===== src/include/pas_regs.vh =====
// Register map and field layout of the PWM auto-shutdown control block.
// Included by the design files; definitions only.
`ifndef PAS_REGS_VH
`define PAS_REGS_VH

// Byte addresses on the AXI4-Lite bus
`define PAS_ADDR_CTRL       8'h00
`define PAS_ADDR_STATUS     8'h04
`define PAS_ADDR_PWM_IN     8'h08
`define PAS_ADDR_W          8

// Control register fields
`define PAS_CTRL_RESET      8'h00
`define PAS_FLAG_BIT        7
`define PAS_SRC_HI          6
`define PAS_SRC_LO          4
`define PAS_AC_HI           3
`define PAS_AC_LO           2
`define PAS_BD_HI           1
`define PAS_BD_LO           0

// Source select encodings
`define PAS_SRC_C1_BIT      0
`define PAS_SRC_C2_BIT      1
`define PAS_SRC_PIN_BIT     2

// Shutdown pin state encodings
`define PAS_ST_LOW          2'h0
`define PAS_ST_HIGH         2'h1
`define PAS_ST_HIZ_BIT      1

// Status register fields
`define PAS_STAT_COND_BIT   0
`define PAS_STAT_HOLD_BIT   1
`define PAS_STAT_C1_BIT     2
`define PAS_STAT_C2_BIT     3
`define PAS_STAT_PIN_BIT    4

// AXI responses
`define PAS_RESP_OKAY       2'h0
`define PAS_RESP_SLVERR     2'h2

`endif


===== src/hdl/pas_shutdown.v =====
// PWM auto-shutdown control with AXI4-Lite register access.
// Assumes PWM waveforms and a period-start pulse from the PWM timebase on core_clk;
// comparator outputs and the interrupt pin are asynchronous and are synchronised here.
`timescale 1ns/100ps
`include "pas_regs.vh"

module pas_shutdown (
   core_clk,
   resetn,
   s_axi_awaddr,
   s_axi_awvalid,
   s_axi_awready,
   s_axi_wdata,
   s_axi_wstrb,
   s_axi_wvalid,
   s_axi_wready,
   s_axi_bresp,
   s_axi_bvalid,
   s_axi_bready,
   s_axi_araddr,
   s_axi_arvalid,
   s_axi_arready,
   s_axi_rdata,
   s_axi_rresp,
   s_axi_rvalid,
   s_axi_rready,
   pwm_in_a,
   pwm_in_b,
   pwm_in_c,
   pwm_in_d,
   period_start,
   comparator_one,
   comparator_two,
   int_pin,
   pwm_out_a,
   pwm_out_a_oe,
   pwm_out_b,
   pwm_out_b_oe,
   pwm_out_c,
   pwm_out_c_oe,
   pwm_out_d,
   pwm_out_d_oe,
   shutdown_active
);
   input  wire                   core_clk;
   input  wire                   resetn;
   input  wire [`PAS_ADDR_W-1:0] s_axi_awaddr;
   input  wire                   s_axi_awvalid;
   output wire                   s_axi_awready;
   input  wire [31:0]            s_axi_wdata;
   input  wire [3:0]             s_axi_wstrb;
   input  wire                   s_axi_wvalid;
   output wire                   s_axi_wready;
   output reg  [1:0]             s_axi_bresp;
   output reg                    s_axi_bvalid;
   input  wire                   s_axi_bready;
   input  wire [`PAS_ADDR_W-1:0] s_axi_araddr;
   input  wire                   s_axi_arvalid;
   output wire                   s_axi_arready;
   output reg  [31:0]            s_axi_rdata;
   output reg  [1:0]             s_axi_rresp;
   output reg                    s_axi_rvalid;
   input  wire                   s_axi_rready;
   input  wire                   pwm_in_a;
   input  wire                   pwm_in_b;
   input  wire                   pwm_in_c;
   input  wire                   pwm_in_d;
   input  wire                   period_start;
   input  wire                   comparator_one;
   input  wire                   comparator_two;
   input  wire                   int_pin;
   output reg                    pwm_out_a;
   output reg                    pwm_out_a_oe;
   output reg                    pwm_out_b;
   output reg                    pwm_out_b_oe;
   output reg                    pwm_out_c;
   output reg                    pwm_out_c_oe;
   output reg                    pwm_out_d;
   output reg                    pwm_out_d_oe;
   output wire                   shutdown_active;

   localparam [`PAS_ADDR_W-1:0] ADDR_CTRL      = `PAS_ADDR_CTRL;
   localparam [`PAS_ADDR_W-1:0] ADDR_STATUS    = `PAS_ADDR_STATUS;
   localparam [`PAS_ADDR_W-1:0] ADDR_PWM_IN    = `PAS_ADDR_PWM_IN;
   localparam [7:0]             CTRL_RESET_VAL = `PAS_CTRL_RESET;

   // Synchronised trip sources
   wire [2:0] trip_sync;
   wire       cmp1_s;
   wire       cmp2_s;
   wire       pin_s;

   pas_sync2 #(
      .WIDTH (3)
   ) u_sync (
      .core_clk (core_clk),
      .resetn   (resetn),
      .async_in ({int_pin, comparator_two, comparator_one}),
      .sync_out (trip_sync)
   );

   assign cmp1_s = trip_sync[0];
   assign cmp2_s = trip_sync[1];
   assign pin_s  = trip_sync[2];

   // Control register and output hold state
   reg        shutdown_event_flag_reg;
   reg [2:0]  shutdown_source_select_reg;
   reg [1:0]  pair_ac_shutdown_state_reg;
   reg [1:0]  pair_bd_shutdown_state_reg;
   reg        hold_reg;
   reg        hold_next;

   // Level-sensitive trip decode
   wire shutdown_cond;
   assign shutdown_cond =
      (shutdown_source_select_reg[`PAS_SRC_C1_BIT] & cmp1_s) |
      (shutdown_source_select_reg[`PAS_SRC_C2_BIT] & cmp2_s) |
      (shutdown_source_select_reg[`PAS_SRC_PIN_BIT] & ~pin_s);

   // AXI write channel: take address and data in either order
   reg                   aw_held_reg;
   reg [`PAS_ADDR_W-1:0] aw_addr_reg;
   reg                   w_held_reg;
   reg [31:0]            w_data_reg;
   reg [3:0]             w_strb_reg;
   wire                  wr_fire;
   wire                  wr_ctrl;

   assign s_axi_awready = ~aw_held_reg & ~s_axi_bvalid;
   assign s_axi_wready  = ~w_held_reg & ~s_axi_bvalid;
   assign wr_fire       = aw_held_reg & w_held_reg & ~s_axi_bvalid;
   assign wr_ctrl       = wr_fire & (aw_addr_reg[`PAS_ADDR_W-1:2] == ADDR_CTRL[`PAS_ADDR_W-1:2]) & w_strb_reg[0];

   always @(posedge core_clk) begin
      if (!resetn) begin
         aw_held_reg  <= 1'b0;
         aw_addr_reg  <= {`PAS_ADDR_W{1'b0}};
         w_held_reg   <= 1'b0;
         w_data_reg   <= 32'h0000_0000;
         w_strb_reg   <= 4'h0;
         s_axi_bvalid <= 1'b0;
         s_axi_bresp  <= `PAS_RESP_OKAY;
      end else begin
         if (s_axi_awvalid && s_axi_awready) begin
            aw_held_reg <= 1'b1;
            aw_addr_reg <= s_axi_awaddr;
         end
         if (s_axi_wvalid && s_axi_wready) begin
            w_held_reg <= 1'b1;
            w_data_reg <= s_axi_wdata;
            w_strb_reg <= s_axi_wstrb;
         end
         if (wr_fire) begin
            aw_held_reg  <= 1'b0;
            w_held_reg   <= 1'b0;
            s_axi_bvalid <= 1'b1;
            if (aw_addr_reg[`PAS_ADDR_W-1:2] == ADDR_CTRL[`PAS_ADDR_W-1:2] ||
                aw_addr_reg[`PAS_ADDR_W-1:2] == ADDR_STATUS[`PAS_ADDR_W-1:2] ||
                aw_addr_reg[`PAS_ADDR_W-1:2] == ADDR_PWM_IN[`PAS_ADDR_W-1:2])
               s_axi_bresp <= `PAS_RESP_OKAY;
            else
               s_axi_bresp <= `PAS_RESP_SLVERR;
         end else if (s_axi_bvalid && s_axi_bready) begin
            s_axi_bvalid <= 1'b0;
         end
      end
   end

   // Control register; hardware set of the flag beats any software write
   always @(posedge core_clk) begin
      if (!resetn) begin
         shutdown_event_flag_reg    <= CTRL_RESET_VAL[`PAS_FLAG_BIT];
         shutdown_source_select_reg <= CTRL_RESET_VAL[`PAS_SRC_HI:`PAS_SRC_LO];
         pair_ac_shutdown_state_reg <= CTRL_RESET_VAL[`PAS_AC_HI:`PAS_AC_LO];
         pair_bd_shutdown_state_reg <= CTRL_RESET_VAL[`PAS_BD_HI:`PAS_BD_LO];
      end else begin
         if (wr_ctrl) begin
            shutdown_source_select_reg <= w_data_reg[`PAS_SRC_HI:`PAS_SRC_LO];
            pair_ac_shutdown_state_reg <= w_data_reg[`PAS_AC_HI:`PAS_AC_LO];
            pair_bd_shutdown_state_reg <= w_data_reg[`PAS_BD_HI:`PAS_BD_LO];
            if (!shutdown_cond)
               shutdown_event_flag_reg <= w_data_reg[`PAS_FLAG_BIT];
         end
         if (shutdown_cond)
            shutdown_event_flag_reg <= 1'b1;
      end
   end

   // Output hold: enters at once with the flag, leaves only at a period start
   always @* begin
      hold_next = hold_reg;
      if (shutdown_event_flag_reg || shutdown_cond)
         hold_next = 1'b1;
      else if (period_start)
         hold_next = 1'b0;
   end

   always @(posedge core_clk) begin
      if (!resetn)
         hold_reg <= 1'b0;
      else
         hold_reg <= hold_next;
   end

   assign shutdown_active = hold_reg;

   // Registered pin drivers
   always @(posedge core_clk) begin
      if (!resetn) begin
         pwm_out_a    <= 1'b0;
         pwm_out_b    <= 1'b0;
         pwm_out_c    <= 1'b0;
         pwm_out_d    <= 1'b0;
         pwm_out_a_oe <= 1'b1;
         pwm_out_b_oe <= 1'b1;
         pwm_out_c_oe <= 1'b1;
         pwm_out_d_oe <= 1'b1;
      end else if (hold_next) begin
         pwm_out_a    <= (pair_ac_shutdown_state_reg == `PAS_ST_HIGH);
         pwm_out_c    <= (pair_ac_shutdown_state_reg == `PAS_ST_HIGH);
         pwm_out_a_oe <= ~pair_ac_shutdown_state_reg[`PAS_ST_HIZ_BIT];
         pwm_out_c_oe <= ~pair_ac_shutdown_state_reg[`PAS_ST_HIZ_BIT];
         pwm_out_b    <= (pair_bd_shutdown_state_reg == `PAS_ST_HIGH);
         pwm_out_d    <= (pair_bd_shutdown_state_reg == `PAS_ST_HIGH);
         pwm_out_b_oe <= ~pair_bd_shutdown_state_reg[`PAS_ST_HIZ_BIT];
         pwm_out_d_oe <= ~pair_bd_shutdown_state_reg[`PAS_ST_HIZ_BIT];
      end else begin
         pwm_out_a    <= pwm_in_a;
         pwm_out_b    <= pwm_in_b;
         pwm_out_c    <= pwm_in_c;
         pwm_out_d    <= pwm_in_d;
         pwm_out_a_oe <= 1'b1;
         pwm_out_b_oe <= 1'b1;
         pwm_out_c_oe <= 1'b1;
         pwm_out_d_oe <= 1'b1;
      end
   end

   // AXI read channel
   reg [31:0] rd_word;
   reg        rd_ok;
   assign s_axi_arready = ~s_axi_rvalid;

   always @* begin
      rd_word = 32'h0000_0000;
      rd_ok   = 1'b1;
      case (s_axi_araddr[`PAS_ADDR_W-1:2])
         ADDR_CTRL[`PAS_ADDR_W-1:2]: begin
            rd_word[`PAS_FLAG_BIT]          = shutdown_event_flag_reg;
            rd_word[`PAS_SRC_HI:`PAS_SRC_LO] = shutdown_source_select_reg;
            rd_word[`PAS_AC_HI:`PAS_AC_LO]   = pair_ac_shutdown_state_reg;
            rd_word[`PAS_BD_HI:`PAS_BD_LO]   = pair_bd_shutdown_state_reg;
         end
         ADDR_STATUS[`PAS_ADDR_W-1:2]: begin
            rd_word[`PAS_STAT_COND_BIT] = shutdown_cond;
            rd_word[`PAS_STAT_HOLD_BIT] = hold_reg;
            rd_word[`PAS_STAT_C1_BIT]   = cmp1_s;
            rd_word[`PAS_STAT_C2_BIT]   = cmp2_s;
            rd_word[`PAS_STAT_PIN_BIT]  = pin_s;
         end
         ADDR_PWM_IN[`PAS_ADDR_W-1:2]: begin
            rd_word[3:0] = {pwm_in_d, pwm_in_c, pwm_in_b, pwm_in_a};
         end
         default: begin
            rd_ok = 1'b0;
         end
      endcase
   end

   always @(posedge core_clk) begin
      if (!resetn) begin
         s_axi_rvalid <= 1'b0;
         s_axi_rdata  <= 32'h0000_0000;
         s_axi_rresp  <= `PAS_RESP_OKAY;
      end else if (s_axi_arvalid && s_axi_arready) begin
         s_axi_rvalid <= 1'b1;
         s_axi_rdata  <= rd_word;
         s_axi_rresp  <= rd_ok ? `PAS_RESP_OKAY : `PAS_RESP_SLVERR;
      end else if (s_axi_rvalid && s_axi_rready) begin
         s_axi_rvalid <= 1'b0;
      end
   end

endmodule // pas_shutdown


===== src/hdl/pas_sync2.v =====
// Two flip-flop synchroniser for asynchronous level inputs.
// Assumes the input is a slow level from a pin or analog comparator.
`timescale 1ns/100ps

module pas_sync2 #(
   parameter WIDTH = 1
) (
   core_clk,
   resetn,
   async_in,
   sync_out
);
   input  wire             core_clk;
   input  wire             resetn;
   input  wire [WIDTH-1:0] async_in;
   output wire [WIDTH-1:0] sync_out;

   reg [WIDTH-1:0] meta_reg;
   reg [WIDTH-1:0] sync_reg;

   always @(posedge core_clk) begin
      if (!resetn) begin
         meta_reg <= {WIDTH{1'b0}};
         sync_reg <= {WIDTH{1'b0}};
      end else begin
         meta_reg <= async_in;
         sync_reg <= meta_reg;
      end
   end

   assign sync_out = sync_reg;

endmodule // pas_sync2


===== config.mk =====
export PLATFORM = sky130hd
export DESIGN_NAME = pas_shutdown
export DESIGN_NICKNAME = d
export VERILOG_FILES = /design/src/hdl/pas_shutdown.v /design/src/hdl/pas_sync2.v
export VERILOG_INCLUDE_DIRS = /design/src /design/src/include
export SDC_FILE = /design/constraint.sdc
export NUM_CORES = 1
export LEC_CHECK = 0
export ABC_CLOCK_PERIOD_IN_PS = 2400
export BUFFER_PORTS_ARGS = -buffer_cell sky130_fd_sc_hd__buf_2
export CORE_MARGIN = 1.5
export CORE_UTILIZATION = 23
export DETAILED_ROUTE_END_ITERATION = 10
export GPL_ROUTABILITY_DRIVEN = 0
export PLACE_DENSITY = 0.48
export RECOVER_POWER = 25
export SLEW_MARGIN = 20
export SYNTH_ARGS = -nofsm -noshare
export SYNTH_HDL_FRONTEND = slang
export SYNTH_HIERARCHICAL = 1
export SYNTH_SLANG_ARGS = --single-unit
export TNS_END_PERCENT = 10

===== constraint.sdc =====
create_clock -name core_clk -period 2.4 [get_ports core_clk]
set_clock_uncertainty 0.05 [all_clocks]
set_input_delay 0.48 -clock core_clk [delete_from_list [all_inputs] [get_ports core_clk]]
set_output_delay 0.48 -clock core_clk [all_outputs]
set_load 0.02 [all_outputs]

==> results.yml, run 1 <==
sta:
  tns_ns: 0
  finalSetupViolCount: 0
  rsz0062_at_grt: "false"
  fmax_mhz: 626
  hold_viol: 0
  drv_slew: 0
  hold_ws_ns: 0.335
  relSlewSlack: 0.586
  min_period_over_period: 0.665
  tightest_slew_ns: 0.620
  min_period_ns: 1.60
cts:
  ctsResizeCount: 0
  numCtsBuffers: 5
  cts_root_buf: "clkbuf_8"
  clockBufferDepth: 2
  post_cts.repair.setup_buffers: 0
  cts.sinks: 50
  cts_tree: "built"
  htreeDepth: 2
  hold_buffers: 0
  path_clk_slew_ns: 0.08
  insertion_delay_ns: 0.30
setup_path:
  crit_fanout: 34
  worstPathArrival_ns: 1.73
  cp-start-kind: "input pin"
  worst_ep_required_time_ns: 2.53
  path_class: "input pin to flop"
  cp-end-kind: "flop"
global_route:
  overflow: 0
  track_usage: 0.0954
  grt_max_degree: 35
  antenna_found_initial: 0
  grt_pass1_vias: 1516
  grt_pass1_wl_um: 7170
synthesis:
  ys.flop_type: "dfxtp_1"
  syn_avg_cell_area_um2: 9.18
  synth_cells: 231
  ys_async_sr_fraction: 0
  netlist_area_um2: 2120
  ys_ff_latch: 50
  yosysUniqueCellTypes: 33
  yosysWarnings: 6
  ys_seq_area_frac: 0.472
  synth_edf_count: 0
cells_and_area:
  antennaDiodeCount: 0
  drive_above_1_share: 0.249
  finish.utilization: 0.279
  final_cell_mix: "buf_2, dfxtp_1, nand2_1"
  layout.cells.most_common: "buf_2"
  layout.nets: 352
  area_growth_syn_to_layout_pct: 16.3
route:
  dr.pass1.iters: 6
  drcViolationCount: 0
  drt_wl_total_um: 4510
  vias: 1600
  viasPerCell: 4.07
  dr.first_iter.drc_count: 43
  ant_nets: 0
  wl_per_cell_um: 11.5
floorplanning:
  die_x_um: 99.0
  ios: 117
  num_rows: 34
  fp.coreArea_um2: 8850
  start_util: 0.240
  die_y_um: 99.0
  die_area_um2: 9810
pwr:
  ir_drop_mv: 0.233
  power.density_nw_per_um2: 634
  p_leak_nw: 1.11
worst_hold_path:
  hold_path_class: "input pin to flop"
run:
  max-cap-violations: 0
place:
  dp_hpwl_um: 3440
  io_buffer_count: 59
run_status:
  outcome: "completed"
-- metrics by stage --
stage	std cells	power (mW)	setup WS [ns]	instance area (µm²)
floorplan	256	1.08	0.888	2210
global placement	386	1.11	0.564	2390
detailed placement	386	1.12	0.612	2390
CTS	393	1.59	0.800	2470
global route	393	1.66	0.654	2470
finish	393	1.56	0.803	2470
-- kinds of logic (layout without fill, tap and decap cells) --
kind of cell / after synthesis / after routing / synth area share
muxes: 18 / 18 / 0.0850
AOI/OAI and AO/OA: 33 / 33 / 0.101
DFF: 50 / 50 / 0.472
buffers and inverters: 40 / 69 / 0.126
and+or+nand+nor: 89 / 89 / 0.214
other: 1 / 26 / 0.00177
-- power by group --
| group | total [mW] | leakage, nW | switching (mW) | internal, mW |
|---|---|---|---|---|
| registers | 0.885 | 0.409 | 0.0215 | 0.864 |
| clock network | 0.471 | 0.0373 | 0.271 | 0.200 |
| logic | 0.206 | 0.666 | 0.136 | 0.0705 |
| total | 1.56 | 1.11 | 0.428 | 1.14 |
-- critical path: stages --
cell	delay [ns]
clkbuf_1	0.46
clkinv_1	0.19
buf_4	0.29
nor2_1	0.20
nand2_1	0.08
-- worst paths after layout --
kind	startpoint	end	slack (ns)	cells after the start
hold / removal	int_pin	u_sync/meta_reg[2]$_SDFF_PN0_	0.33	2
hold reg to reg	u_sync/meta_reg[0]$_SDFF_PN0_	u_sync/sync_out[0]$_SDFF_PN0_	0.39	1
setup reg to reg	aw_addr_reg[7]$_SDFFE_PN0P_	shutdown_event_flag_reg$_SDFFE_PN0P_	0.83	4
setup / recovery	resetn	pwm_out_c_oe$_SDFF_PN1_	0.80	5
-- per-layer routing --
metal / GRT usage / up-vias / share of wire
met1: 0.124 / 720 / 0.48
met3: 0.0333 / 4 / 0.055
li1: - / 820 / -
met2: 0.150 / 56 / 0.45
met5: 0 / - / 0
met4: 0.0264 / 0 / 0.0080
-- cell type report --
type	count	area, µm²
Multi-Input combinational cell	166	946
Clock inverter	1	7.51
Timing Repair Buffer	60	297
Tap cell	108	135
Fill cell	992	6380
Sequential cell	50	1000
Inverter	2	7.51
Clock buffer	6	72.6
-- cells in the mapped netlist, types with 3 or more instances --
| cell | n | area share |
|---|---|---|
| mux2i_1 | 18 | 0.085 |
| o21ai_0 | 5 | 0.012 |
| a21oi_2 | 4 | 0.017 |
| nand2_1 | 33 | 0.058 |
| clkbuf_1 | 3 | 0.0053 |
| dfxtp_1 | 50 | 0.47 |
| a21oi_1 | 15 | 0.035 |
| a32o_1 | 3 | 0.014 |
| buf_4 | 28 | 0.099 |
| nand2b_1 | 4 | 0.012 |
| nor2_1 | 26 | 0.046 |
| and2_1 | 12 | 0.035 |
| buf_2 | 4 | 0.0094 |
(Power assumes the default switching activity.)
==> run 2, diff against run 1 <==
- ABC_CLOCK_PERIOD_IN_PS: 2400 -> 1570
- clock period: 2.4 -> 1.57 ns (I/O delays scaled with it)
==> results.yml, run 2 (synthesis gave the netlist of run 1 again) <==
run_status:
  outcome: "completed"
worst_hold_path:
  hold_path_class: "input pin to flop"
  hp-start: "comparator_two"
  whs_path_depth: 2
  holdPathEnd: "u_sync/meta_reg[1]$_SDFF_PN0_"
cells_and_area:
  multiInputGateArea_um2: 946
  finish.utilization: 0.282
  layout.nets: 357
  drive_above_1_share: 0.247
  area_growth_syn_to_layout_pct: 17.8
  seq_area_um2: 1000
  antennaDiodeCount: 0
  final_cell_mix: "dfxtp_1, buf_2, nand2_1"
  fillCellCount: 965
floorplanning:
  ios: 117
  die_area_um2: 9810
  die_y_um: 99.0
  start_util: 0.240
  num_rows: 34
  die_x_um: 99.0
  fp.coreArea_um2: 8850
cts:
  hold_buffers: 0
  cts_root_buf: "clkbuf_8"
  cts_tree: "built"
  ctsResizeCount: 0
  insertion_delay_ns: 0.30
  htreeDepth: 2
  clockBufferDepth: 2
  post_cts.repair.setup_buffers: 0
  cts.sinks: 50
  path_clk_slew_ns: 0.09
  numCtsBuffers: 5
global_route:
  grt_util_met2: 0.144
  track_usage: 0.0945
  grt_pass1_wl_um: 7220
  busiest_layer: "met2"
  use_met1: 0.126
  antenna_found_initial: 0
  overflow: 0
  grt_pass1_vias: 1516
  met3_usage: 0.0227
  grt_max_degree: 25
setup_path:
  critPathTopFamily: "simple AND/OR/NAND/NOR gates"
  slowest_delay_ns: 0.34
  cp.buffers_inverters: 1
  worst_ep_required_time_ns: 1.70
  regToRegSetupSlack_ns: 0.16
  crit_fanout: 8
  cp_num_cells: 5
  cp-end-kind: "flop"
  r2r-start: "aw_addr_reg[7]$_SDFFE_PN0P_"
  cp_slowest_cell: "dfxtp_1"
  cp-start-kind: "flop"
  reg2regPathDepth: 5
  r2r_end: "shutdown_event_flag_reg$_SDFFE_PN0P_"
  path_class: "flop to flop"
  critical_path.cell_chain: "nor4_4 > nand4_2 > buf_4 > mux2i_1 > a31oi_1"
  worstPathArrival_ns: 1.53
sta:
  rsz0062_at_grt: "false"
  min_period_over_period: 0.896
  fmax_mhz: 711
  finalSetupViolCount: 0
  relSlewSlack: 0.594
  min_period_ns: 1.41
  drv_slew: 0
  hold_ws_ns: 0.163
  hold_viol: 0
  tns_ns: 0
  tightest_slew_ns: 0.609
route:
  dr.first_iter.drc_count: 45
  viasPerCell: 4.09
  drt_wl_total_um: 4610
  drcViolationCount: 0
  ant_nets: 0
  dr.pass1.iters: 4
  vias: 1632
  wl_per_cell_um: 11.5
pwr:
  power_mw: 2.41
  internal_power_mw: 1.75
  p_sw_mw: 0.662
  power.density_nw_per_um2: 964
  p_comb_frac: 0.132
  p_leak_nw: 1.13
  power_frac_seq: 0.562
  ir_drop_mv: 0.333
  pwr-share-clk: 0.306
  swShare: 0.275
place:
  dp_hpwl_um: 3530
  io_buffer_count: 59
run:
  max-cap-violations: 0
## run 2: routing by layer
metal	vias to the layer above	share of wire
met5	-	0
met4	0	0.017
met3	7	0.049
met2	53	0.45
met1	740	0.49
li1	832	-
## run 2: power groups by stage
stage	Combinational (mW)	Clock, mW	Sequential (mW)
3_5_place_dp	0.325	0	1.38
6_report	0.317	0.737	1.35
2_1_floorplan	0.261	0	1.39
3_3_place_gp	0.321	0	1.38
5_1_grt	0.351	0.821	1.36
4_1_cts	0.326	0.772	1.35
## run 2: final cells by class
type	instances	share of cell area
Timing Repair Buffer	65	0.129
Sequential cell	50	0.401
Tap cell	108	0.0541
Clock buffer	6	0.0290
Clock inverter	2	0.00551
Multi-Input combinational cell	166	0.379
Inverter	2	0.00300
## run 2: worst max-delay path by stage
| stage | to | startpoint | slack, ns |
|---|---|---|---|
| after floorplan | aw_addr_reg[3]$_SDFFE_PN0P_ | s_axi_bvalid$_SDFFE_PN0P_ | 0.07 |
| after global placement | s_axi_rdata[7]$_SDFFE_PN0P_ | s_axi_araddr[7] | 0.05 |
| after detailed placement | s_axi_rdata[5]$_SDFFE_PN0P_ | s_axi_araddr[7] | 0.04 |
| after CTS | shutdown_event_flag_reg$_SDFFE_PN0P_ | aw_addr_reg[7]$_SDFFE_PN0P_ | 0.16 |
| after global routing | shutdown_event_flag_reg$_SDFFE_PN0P_ | aw_addr_reg[7]$_SDFFE_PN0P_ | 0.06 |
| final | shutdown_event_flag_reg$_SDFFE_PN0P_ | aw_addr_reg[7]$_SDFFE_PN0P_ | 0.16 |
## run 2: stage by stage
stage	worst slack [ns]	cells	cell area, µm²
floorplan	0.0683	256	2210
global placement	0.0498	391	2430
detailed placement	0.0367	391	2430
CTS	0.159	399	2520
global route	0.0555	399	2500
finish	0.164	399	2500
## run 2: worst register-to-register path, cell delays in order, from the launching register on
cell	delay, ns
dfxtp_1	0.34
nor4_4	0.33
nand4_2	0.12
buf_4	0.20
mux2i_1	0.16
a31oi_1	0.09
